[config.mk]
export PLATFORM = sky130hd
export DESIGN_NAME = cfglk_bank
export DESIGN_NICKNAME = d
export VERILOG_FILES = /design/src/pkg/cfglk_pkg.sv /design/src/hdl/cfglk_shed_points.sv /design/src/hdl/cfglk_bank.sv
export SDC_FILE = /design/constraint.sdc
export NUM_CORES = 1
export LEC_CHECK = 0
export ABC_AREA = 1
export BUFFER_PORTS_ARGS = -buffer_cell sky130_fd_sc_hd__buf_2
export CORE_ASPECT_RATIO = 1.4
export CORE_MARGIN = 1.5
export CORE_UTILIZATION = 45
export DETAILED_ROUTE_END_ITERATION = 6
export PLACE_DENSITY_LB_ADDON = 0.3
export SYNTH_ARGS = -nofsm -noshare
export SYNTH_HDL_FRONTEND = slang
export SYNTH_SLANG_ARGS = --single-unit
export TNS_END_PERCENT = 10
[constraint.sdc]
create_clock -name ref_clk_i -period 2.9 [get_ports ref_clk_i]
set_input_delay 0.435 -clock ref_clk_i [delete_from_list [all_inputs] [get_ports ref_clk_i]]
set_output_delay 0.435 -clock ref_clk_i [all_outputs]
set_load 0.005 [all_outputs]
[src/pkg/cfglk_pkg.sv]
// Constants and carrier types for the configuration lock and phase-shed threshold bank.
// Assumes a single 20 MHz clock domain with a synchronous active-low reset.
package cfglk_pkg;

  localparam int LVL_CNT = 4;
  localparam int MAR_CNT = 3;
  localparam int CODE_CNT = 5;

  // Register offsets
  localparam logic [7:0] KEY_OFF = 8'h00;
  localparam logic [7:0] THR_OFF = 8'h01;
  localparam logic [7:0] MAR_OFF = 8'h05;
  localparam logic [7:0] LOCK_LO = 8'h01;
  localparam logic [7:0] LOCK_HI = 8'h5F;

  // Key value that locks the configuration range
  localparam logic [7:0] KEY_LOCK_VAL = 8'hA6;

  // Values after reset
  localparam logic [7:0] KEY_RST = 8'h00;
  localparam logic [LVL_CNT-1:0][7:0] THR_RST = {8'h60, 8'h40, 8'h20, 8'h10};
  localparam logic [2:0] MAR_RST = 3'h4;
  localparam logic [2:0] LVL4_MAR = 3'h4;
  localparam logic [2:0] LVL_RST = 3'h0;
  localparam logic [3:0] PHASES_RST = 4'h1;

  // One threshold or margin step, in microvolts
  localparam int SHED_STEP_UV = 12500;

  // Bus framing
  localparam logic [3:0] BITS_PER_BYTE = 4'h8;
  localparam logic [3:0] LAST_RD_BIT = 4'h7;

  typedef enum logic [6:0] {
    ST_IDLE = 7'h01,
    ST_ADDR = 7'h02,
    ST_REG  = 7'h04,
    ST_WR   = 7'h08,
    ST_RD   = 7'h10,
    ST_ACK  = 7'h20,
    ST_RACK = 7'h40
  } cfglk_i2c_st_t;

  typedef struct packed {
    logic [7:0] thr;
    logic [2:0] margin;
  } cfglk_level_t;

  typedef struct packed {
    logic [8:0] upper;
    logic [7:0] lower;
  } cfglk_points_t;

  typedef cfglk_level_t [LVL_CNT-1:0] cfglk_cfg_t;
  typedef cfglk_points_t [LVL_CNT-1:0] cfglk_pts_t;
  typedef logic [CODE_CNT-1:0][2:0] cfglk_codes_t;

endpackage

[src/hdl/cfglk_shed_points.sv]
// Switching points of one shed level: threshold plus and minus its margin.
// Assumes threshold and margin share the same step; result registered once.
`timescale 1ns/10ps
module cfglk_shed_points #(
  parameter int LVL_IDX = 0
) (
  input wire logic ref_clk_i,
  input wire logic nrst_i,
  input wire cfglk_pkg::cfglk_level_t cfg_i,
  output cfglk_pkg::cfglk_points_t pts_o
);
  import cfglk_pkg::*;

  cfglk_points_t pts_ff;
  cfglk_points_t nxt_pts;

  always_comb begin
    nxt_pts.upper = {1'b0, cfg_i.thr} + {6'h00, cfg_i.margin};
    // Clamp at zero so a small threshold never wraps to a huge lower point
    if (cfg_i.thr > {5'h00, cfg_i.margin}) begin
      nxt_pts.lower = cfg_i.thr - {5'h00, cfg_i.margin};
    end else begin
      nxt_pts.lower = 8'h00;
    end
  end

  always_ff @(posedge ref_clk_i) begin
    if (!nrst_i) begin
      // Each level resets to the points of its own default threshold
      pts_ff.upper <= {1'b0, THR_RST[LVL_IDX]} + {6'h00, MAR_RST};
      pts_ff.lower <= THR_RST[LVL_IDX] - {5'h00, MAR_RST};
    end else begin
      pts_ff <= nxt_pts;
    end
  end

  assign pts_o = pts_ff;

endmodule

[src/hdl/cfglk_bank.sv]
// Configuration bank: two-wire slave, write-lock key, shed thresholds and margins,
// and the load-level tracker that picks the active phase count.
// Assumes scl and sda are already synchronous to ref_clk_i and far slower than it.
//
// Functional notes
// - Incoming writes are acknowledged only while power good is high, else not-acknowledged.
// - Key register at 0x00, reset zero; value 0xA6 locks range 0x01 to 0x5F.
// - Configuration range updates only while key differs from 0xA6; host writes 0xA6 to protect.
// - Four 8-bit thresholds at 0x01-0x04, each step worth 12.5mV.
// - With pin strapping enabled, thresholds load from phase output straps, else fixed defaults.
// - Three-bit margins reset to 4; switching points are threshold plus and minus margin.
// - Threshold and margin writes need unlocked key and power state high or override.
// - Each load level's 3-bit code selects one to eight active phases linearly.
`timescale 1ns/10ps
module cfglk_bank #(
  parameter logic [6:0] DEV_ADDR = 7'h20
) (
  input wire logic ref_clk_i,
  input wire logic nrst_i,
  input wire logic scl_i,
  input wire logic sda_i,
  output logic sda_o,
  output logic sda_oe_o,
  input wire logic power_good_i,
  input wire logic power_state_indicator_i,
  input wire logic psi_override_i,
  input wire logic pin_strap_setting_i,
  input wire logic [7:0] phase_output_two_strap_i,
  input wire logic [7:0] phase_output_three_strap_i,
  input wire logic [7:0] phase_output_five_strap_i,
  input wire logic [7:0] phase_output_seven_strap_i,
  input wire logic [7:0] load_sense_i,
  input wire cfglk_pkg::cfglk_codes_t phase_code_i,
  output cfglk_pkg::cfglk_cfg_t level_cfg_o,
  output cfglk_pkg::cfglk_pts_t shed_points_o,
  output logic lock_active_o,
  output logic [2:0] load_level_o,
  output logic [3:0] active_phases_o
);
  import cfglk_pkg::*;

  function automatic logic lvl_hit(input logic [7:0] addr, input logic [7:0] base,
                                   input int idx);
    lvl_hit = (addr == base + 8'(idx));
  endfunction

  // Bus side state
  cfglk_i2c_st_t st_ff, nxt_st, after_ff, nxt_after;
  logic [3:0] cnt_ff, nxt_cnt;
  logic [7:0] sh_ff, nxt_sh;
  logic [7:0] ptr_ff, nxt_ptr;
  logic drv_ff, nxt_drv;
  logic nack_ff, nxt_nack;
  logic scl_q_ff, sda_q_ff;
  logic scl_rise, scl_fall, start_det, stop_det;
  logic wr_stb;
  logic [7:0] rd_byte;

  // Register state
  logic [7:0] key_ff, nxt_key;
  logic [LVL_CNT-1:0][7:0] thr_ff, nxt_thr;
  logic [MAR_CNT-1:0][2:0] mar_ff, nxt_mar;
  logic strap_done_ff, nxt_strap_done;
  logic locked, cfg_wr_ok;

  // Level tracker state
  logic [2:0] lvl_ff, nxt_lvl;
  logic [3:0] phases_ff, nxt_phases;
  cfglk_pts_t pts;

  assign scl_rise = scl_i & ~scl_q_ff;
  assign scl_fall = ~scl_i & scl_q_ff;
  assign start_det = scl_i & scl_q_ff & sda_q_ff & ~sda_i;
  assign stop_det = scl_i & scl_q_ff & ~sda_q_ff & sda_i;

  assign locked = (key_ff == KEY_LOCK_VAL);
  assign cfg_wr_ok = ~locked & (power_state_indicator_i | psi_override_i);

  // Reads are never gated by the key or power state
  always_comb begin
    rd_byte = 8'h00;
    if (ptr_ff == KEY_OFF) begin
      rd_byte = key_ff;
    end
    for (int i = 0; i < LVL_CNT; i++) begin
      if (lvl_hit(ptr_ff, THR_OFF, i)) begin
        rd_byte = thr_ff[i];
      end
    end
    for (int i = 0; i < MAR_CNT; i++) begin
      if (lvl_hit(ptr_ff, MAR_OFF, i)) begin
        rd_byte = {5'h00, mar_ff[i]};
      end
    end
  end

  always_comb begin
    nxt_st = st_ff;
    nxt_after = after_ff;
    nxt_cnt = cnt_ff;
    nxt_sh = sh_ff;
    nxt_ptr = ptr_ff;
    nxt_drv = drv_ff;
    nxt_nack = nack_ff;
    wr_stb = 1'b0;
    if (start_det) begin
      nxt_st = ST_ADDR;
      nxt_cnt = 4'h0;
      nxt_drv = 1'b0;
    end else if (stop_det) begin
      nxt_st = ST_IDLE;
      nxt_drv = 1'b0;
    end else begin
      case (st_ff)
        ST_ADDR, ST_REG, ST_WR: begin
          if (scl_rise && cnt_ff != BITS_PER_BYTE) begin
            nxt_sh = {sh_ff[6:0], sda_i};
            nxt_cnt = cnt_ff + 4'h1;
          end else if (scl_fall && cnt_ff == BITS_PER_BYTE) begin
            nxt_cnt = 4'h0;
            if (st_ff == ST_ADDR) begin
              // A write header while power is not good is left unanswered
              if (sh_ff[7:1] == DEV_ADDR && (sh_ff[0] || power_good_i)) begin
                nxt_st = ST_ACK;
                nxt_drv = 1'b1;
                nxt_after = sh_ff[0] ? ST_RD : ST_REG;
              end else begin
                nxt_st = ST_IDLE;
              end
            end else if (!power_good_i) begin
              nxt_st = ST_IDLE;
            end else begin
              nxt_st = ST_ACK;
              nxt_drv = 1'b1;
              nxt_after = ST_WR;
              if (st_ff == ST_REG) begin
                nxt_ptr = sh_ff;
              end else begin
                wr_stb = 1'b1;
                nxt_ptr = ptr_ff + 8'h01;
              end
            end
          end
        end
        ST_ACK: begin
          if (scl_fall) begin
            nxt_st = after_ff;
            nxt_cnt = 4'h0;
            nxt_drv = 1'b0;
            if (after_ff == ST_RD) begin
              nxt_sh = rd_byte;
              nxt_drv = ~rd_byte[7];
            end
          end
        end
        ST_RD: begin
          if (scl_fall) begin
            if (cnt_ff == LAST_RD_BIT) begin
              nxt_st = ST_RACK;
              nxt_drv = 1'b0;
              nxt_ptr = ptr_ff + 8'h01;
            end else begin
              nxt_sh = {sh_ff[6:0], 1'b0};
              nxt_drv = ~sh_ff[6];
              nxt_cnt = cnt_ff + 4'h1;
            end
          end
        end
        ST_RACK: begin
          if (scl_rise) begin
            nxt_nack = sda_i;
          end else if (scl_fall) begin
            if (nack_ff) begin
              nxt_st = ST_IDLE;
            end else begin
              nxt_st = ST_RD;
              nxt_cnt = 4'h0;
              nxt_sh = rd_byte;
              nxt_drv = ~rd_byte[7];
            end
          end
        end
        ST_IDLE: begin
          nxt_drv = 1'b0;
        end
        default: begin
          nxt_st = ST_IDLE;
          nxt_drv = 1'b0;
        end
      endcase
    end
  end

  always_ff @(posedge ref_clk_i) begin
    if (!nrst_i) begin
      st_ff <= ST_IDLE;
      after_ff <= ST_IDLE;
      cnt_ff <= 4'h0;
      sh_ff <= 8'h00;
      ptr_ff <= 8'h00;
      drv_ff <= 1'b0;
      nack_ff <= 1'b1;
      scl_q_ff <= 1'b1;
      sda_q_ff <= 1'b1;
    end else begin
      st_ff <= nxt_st;
      after_ff <= nxt_after;
      cnt_ff <= nxt_cnt;
      sh_ff <= nxt_sh;
      ptr_ff <= nxt_ptr;
      drv_ff <= nxt_drv;
      nack_ff <= nxt_nack;
      scl_q_ff <= scl_i;
      sda_q_ff <= sda_i;
    end
  end

  // Register bank
  always_comb begin
    nxt_key = key_ff;
    nxt_thr = thr_ff;
    nxt_mar = mar_ff;
    nxt_strap_done = 1'b1;
    // Straps are taken on the first edge after reset release, never inside reset
    if (!strap_done_ff && pin_strap_setting_i) begin
      nxt_thr = {phase_output_seven_strap_i, phase_output_five_strap_i,
                 phase_output_three_strap_i, phase_output_two_strap_i};
    end
    if (wr_stb) begin
      if (ptr_ff == KEY_OFF) begin
        nxt_key = sh_ff;
      end
      // Locked or gated writes simply fall through, keeping the stored value
      if (cfg_wr_ok) begin
        for (int i = 0; i < LVL_CNT; i++) begin
          if (lvl_hit(ptr_ff, THR_OFF, i)) begin
            nxt_thr[i] = sh_ff;
          end
        end
        for (int i = 0; i < MAR_CNT; i++) begin
          if (lvl_hit(ptr_ff, MAR_OFF, i)) begin
            nxt_mar[i] = sh_ff[2:0];
          end
        end
      end
    end
  end

  always_ff @(posedge ref_clk_i) begin
    if (!nrst_i) begin
      key_ff <= KEY_RST;
      thr_ff <= THR_RST;
      mar_ff <= {MAR_CNT{MAR_RST}};
      strap_done_ff <= 1'b0;
    end else begin
      key_ff <= nxt_key;
      thr_ff <= nxt_thr;
      mar_ff <= nxt_mar;
      strap_done_ff <= nxt_strap_done;
    end
  end

  for (genvar g = 0; g < LVL_CNT; g++) begin : gen_lvl
    if (g < MAR_CNT) begin : gen_mar
      assign level_cfg_o[g].margin = mar_ff[g];
    end else begin : gen_fix
      assign level_cfg_o[g].margin = LVL4_MAR;
    end
    assign level_cfg_o[g].thr = thr_ff[g];
    cfglk_shed_points #(
      .LVL_IDX(g)
    ) u_pts (
      .ref_clk_i(ref_clk_i),
      .nrst_i(nrst_i),
      .cfg_i(level_cfg_o[g]),
      .pts_o(pts[g])
    );
  end

  // Level tracker: climb past the next upper point, drop below the current lower point
  always_comb begin
    nxt_lvl = lvl_ff;
    if (lvl_ff < 3'(LVL_CNT) && {1'b0, load_sense_i} > pts[lvl_ff[1:0]].upper) begin
      nxt_lvl = lvl_ff + 3'h1;
    end else if (lvl_ff != 3'h0 && load_sense_i < pts[2'(lvl_ff - 3'h1)].lower) begin
      nxt_lvl = lvl_ff - 3'h1;
    end
    nxt_phases = {1'b0, phase_code_i[lvl_ff]} + 4'h1;
  end

  always_ff @(posedge ref_clk_i) begin
    if (!nrst_i) begin
      lvl_ff <= LVL_RST;
      phases_ff <= PHASES_RST;
    end else begin
      lvl_ff <= nxt_lvl;
      phases_ff <= nxt_phases;
    end
  end

  assign sda_o = 1'b0;
  assign sda_oe_o = drv_ff;
  assign shed_points_o = pts;
  assign lock_active_o = locked;
  assign load_level_o = lvl_ff;
  assign active_phases_o = phases_ff;

endmodule

==> results.toml <==
[grt]
grt_util_met3_pct = 4.63
global_route_met2_usage_pct = 50.7
antenna_found_initial = 0
number_of_global_route_vias_before_repair = 8871
grt_util_met1_pct = 33.0
busiest_layer = "met2"
grt_pass1_wl_mm = 47.2
grt_overflow_total = 0
groute.usage.overall_pct = 29.7
grt_start_max_net_pins = 97

[clocking]
tritoncts = "yes"
clock_sinks = 160
path_clk_slew_ns = 0.07
insertion_delay_ns = 0.43
h-tree-depth = 4
post-cts-setup-buffer-count = 0
post_cts_resize_count = 0
clock_path_buffers = 2
cts_root_buf = "sky130_fd_sc_hd__clkbuf_16"
cts_made_buffers = 17
holdBufCountCts = 0

[floorplan]
placementRows = 61
ioPinCount = 185
floorplan.initialDensity_pct = 45.8
core_region_area_sq_um = 19800
die-width_um = 123
die_height_um = 171
fp.dieArea_sq_um = 21100

[setup_path]
crit_cells = 16
timing.reg2reg.setup_slack_ns = 0.32
critical_path.slowest_cell = "sky130_fd_sc_hd__dfxtp_2"
r2r-end = "load_level_o[2]$_SDFFE_PN0P_"
cp-startpoint = "load_level_o[0]$_SDFFE_PN0P_"
endpoint = "load_level_o[2]$_SDFFE_PN0P_"
max_stage_delay_ns = 0.33
cell_chain_of_the_critical_path = "inv_1 -> buf_4 -> nand2_1 -> a32o_1 -> ha_1 -> nand2_1 -> o21ai_0 -> nor2_1 -> o21ai_0 -> nand2_1 -> nand2_1 -> nand2_1 -> nand2_1 -> inv_1 -> nor2_1 -> nor2_1"
timing.critical_path.max_delay_family = "simple AND/OR/NAND/NOR gates"
critical_path_endpoint_category = "register"
critical_path.n_buffers_inverters = 3
critical-path-top-cell-by-count = "sky130_fd_sc_hd__nand2_1"
worstSetupStartpointType = "register"
path_class = "reg2reg"
crit_fanout = 21
arrival_time_of_data_at_the_critical_path_endpoint_ns = 2.91
regToRegStartpoint = "load_level_o[0]$_SDFFE_PN0P_"
worstPathRequired_ns = 3.23
ff2ff_path_depth = 16

[finish]
drive_gt1_share_pct = 20.1
fin_nets = 1565
multiInputGateArea_sq_um = 5140
flow.area_growth_from_synthesis_pct = 18.3
diodes = 0
ff_latch_area_sq_um = 3210
nFillCells = 1988

[synth]
commonest_cells_in_the_netlist = "sky130_fd_sc_hd__nand2_1, sky130_fd_sc_hd__a21oi_1, sky130_fd_sc_hd__dfxtp_1"
post_synthesis_mux_area_share_pct = 0.372
post_synth_fa_ha_maj_area_fraction_pct = 7.66
post_synth_xor_area_fraction_pct = 1.35
synth.ff_latch_count = 160
synth_top_cell_by_area = "sky130_fd_sc_hd__dfxtp_1"
postSynthCellCount = 1290
netlist_area_sq_um = 9080
ys.warnings.count = 0
postSynth.asyncResetShare_pct = 0
syn_avg_cell_area_sq_um = 7.04
sequential_cell_area_fraction_in_the_yosys_report_pct = 35.3
synth_top_area_share_pct = 35.3
netlist_top_cells_area = "sky130_fd_sc_hd__dfxtp_1, sky130_fd_sc_hd__a21oi_1, sky130_fd_sc_hd__nand2_1"
ys_dominant_reg_cell = "sky130_fd_sc_hd__dfxtp_1"
netlist-cell-type-count = 55
post_synth_and_or_nand_nor_area_fraction_pct = 26.3
synth.most_common_cell = "sky130_fd_sc_hd__nand2_1"
synth_compound_gate_area_share_pct = 20.5
synth_top_family_by_area = "simple AND/OR/NAND/NOR gates"
edff_count_synth = 0

[sta]
ratio_of_final_minimum_period_to_clock_period_pct = 89.0
min_period_ns = 2.58
clock_skew_ns = 0.0134
timing.slew.headroom_pct = 45.6
setup_slack_after_layout_ns = 0.318
worst_slew_pin_slew_ns = 0.813
report.final.setup_viol = 0
fin_tns_setup_ns = 0
grt_setup_unrepaired = "no"
final_hold_vio_count = 0
slew_violations = 0
fmax_mhz = 387

[placed_design]
half_perimeter_wire_length_after_placement_mm = 24.2
place_congestion = 1.03
buffer_ports.inserted = 180
pre_cts_ws_ns = 0.357

[routing]
drt_first_pass_iters = 5
detail_route.vias_per_cell = 5.51
post_drt_wl_per_cell_um = 18.2
final_routed_wirelength_across_all_metal_layers_mm = 31.2
drtIter0Drc = 817
vias_after_detailed_routing = 9449
post-route-drc-count = 0
antenna_violating_nets_post_route = 0

[flow_run]
cap_violations = 0

[status]
outcome = "completed"

[hold_path]
hold_path.class = "in2reg"
min-delay-start = "scl_i"

[power]
power.density_cell_area_nw_per_um2 = 684
reported_leakage_power_nw = 5.02
worst_ir_drop_vdd_uv = 415
-- state kept, by name, summed over array words and instances (netlist names) --
name and count:
active_phases_o 4, cnt_ff 4, sda_oe_o 1, sda_q_ff 1, level_cfg_o 41, strap_done_ff 1
key_ff 8, scl_q_ff 1, st_ff 7, gen_lvl.u_pts.pts_o 68, nack_ff 1, sh_ff 8
after_ff 4, load_level_o 3, ptr_ff 8
-- routing by layer --
layer | part of all wire, % | routed length, um
met3 | 6.4 | 1990
met2 | 48 | 14900
met1 | 38 | 11900
met5 | 0 | 0
met4 | 7.8 | 2440
-- layout make-up --
type	count	share of cell area (%)
flip-flops and latches	160	29.8
multi-input cells	945	47.8
repair buffers	194	9.59
well taps	252	2.93
clock buffers	18	4.08
clock inverters	13	1.18
inverters	132	4.61
-- cell usage in the layout (no fill, tap or decap), types with 5 or more instances in the layout --
cell	n
sky130_fd_sc_hd__a21oi_1	183
sky130_fd_sc_hd__a32o_1	14
sky130_fd_sc_hd__buf_2	180
sky130_fd_sc_hd__buf_4	12
sky130_fd_sc_hd__clkbuf_16	17
sky130_fd_sc_hd__dfxtp_1	158
sky130_fd_sc_hd__fa_1	6
sky130_fd_sc_hd__ha_1	45
sky130_fd_sc_hd__inv_1	114
sky130_fd_sc_hd__inv_2	17
sky130_fd_sc_hd__nand2_1	241
sky130_fd_sc_hd__nand2_2	7
sky130_fd_sc_hd__nand3_1	60
sky130_fd_sc_hd__nand4_1	15
sky130_fd_sc_hd__nor2_1	143
sky130_fd_sc_hd__nor2_2	8
sky130_fd_sc_hd__nor2_4	6
sky130_fd_sc_hd__nor3_1	21
sky130_fd_sc_hd__nor4_1	8
sky130_fd_sc_hd__o21ai_0	98
sky130_fd_sc_hd__o21ai_1	6
sky130_fd_sc_hd__o31ai_1	5
sky130_fd_sc_hd__or2_2	5
sky130_fd_sc_hd__xor2_1	10
-- kinds of logic after synthesis --
logic type | count (synthesis)
simple gates | 534
compound gates | 338
buf+inv | 187
flops | 160
fa+ha+maj | 52
xor+xnor | 14
mux | 3
other cells | 2
-- worst register-to-register path: stages, from the launching register on --
cell                      delay (ns)
sky130_fd_sc_hd__dfxtp_2        0.33
sky130_fd_sc_hd__inv_1          0.13
sky130_fd_sc_hd__buf_4          0.28
sky130_fd_sc_hd__nand2_1        0.09
sky130_fd_sc_hd__a32o_1         0.22
sky130_fd_sc_hd__ha_1           0.29
sky130_fd_sc_hd__nand2_1        0.09
sky130_fd_sc_hd__o21ai_0        0.19
sky130_fd_sc_hd__nor2_1         0.07
sky130_fd_sc_hd__o21ai_0        0.15
sky130_fd_sc_hd__nand2_1        0.07
sky130_fd_sc_hd__nand2_1        0.09
sky130_fd_sc_hd__nand2_1        0.13
sky130_fd_sc_hd__nand2_1        0.14
sky130_fd_sc_hd__inv_1          0.05
sky130_fd_sc_hd__nor2_1         0.10
sky130_fd_sc_hd__nor2_1         0.05
-- worst min path at each step --
| stage | end | slack (ns) | cells after the start |
|---|---|---|---|
| final | scl_q_ff$_SDFF_PN1_ | 0.26 | 3 |
| after global placement | sda_oe_o$_SDFFE_PP0P_ | 0.45 | 2 |
| after detailed placement | sda_oe_o$_SDFFE_PP0P_ | 0.46 | 2 |
| after CTS | scl_q_ff$_SDFF_PN1_ | 0.25 | 3 |
| after floorplan | gen_lvl[3].u_pts.pts_o[8]$_SDFF_PN0_ | 0.42 | 2 |
| after global routing | scl_q_ff$_SDFF_PN1_ | 0.27 | 3 |
-- where the power goes --
part	internal [W]	leakage [nW]	switching, W
clock	0.00121	0.271	0.000968
combinational	0.000963	3.44	0.00161
sequential	0.00239	1.31	0.000212
-- metrics by stage --
step | power [W] | instance area, sq um | cells | util (%) | hold slack [ns]
floorplan | 0.00443 | 9130 | 1292 | - | 0.421
global placement | 0.00515 | 10200 | 1683 | 51.3 | 0.451
detailed placement | 0.00519 | 10200 | 1683 | 51.3 | 0.457
CTS | 0.00735 | 10800 | 1714 | 54.2 | 0.251
global route | 0.00782 | 10800 | 1714 | 54.2 | 0.270
finish | 0.00736 | 10800 | 1714 | 54.2 | 0.259
Note: power is estimated with default switching activity, not from simulation.
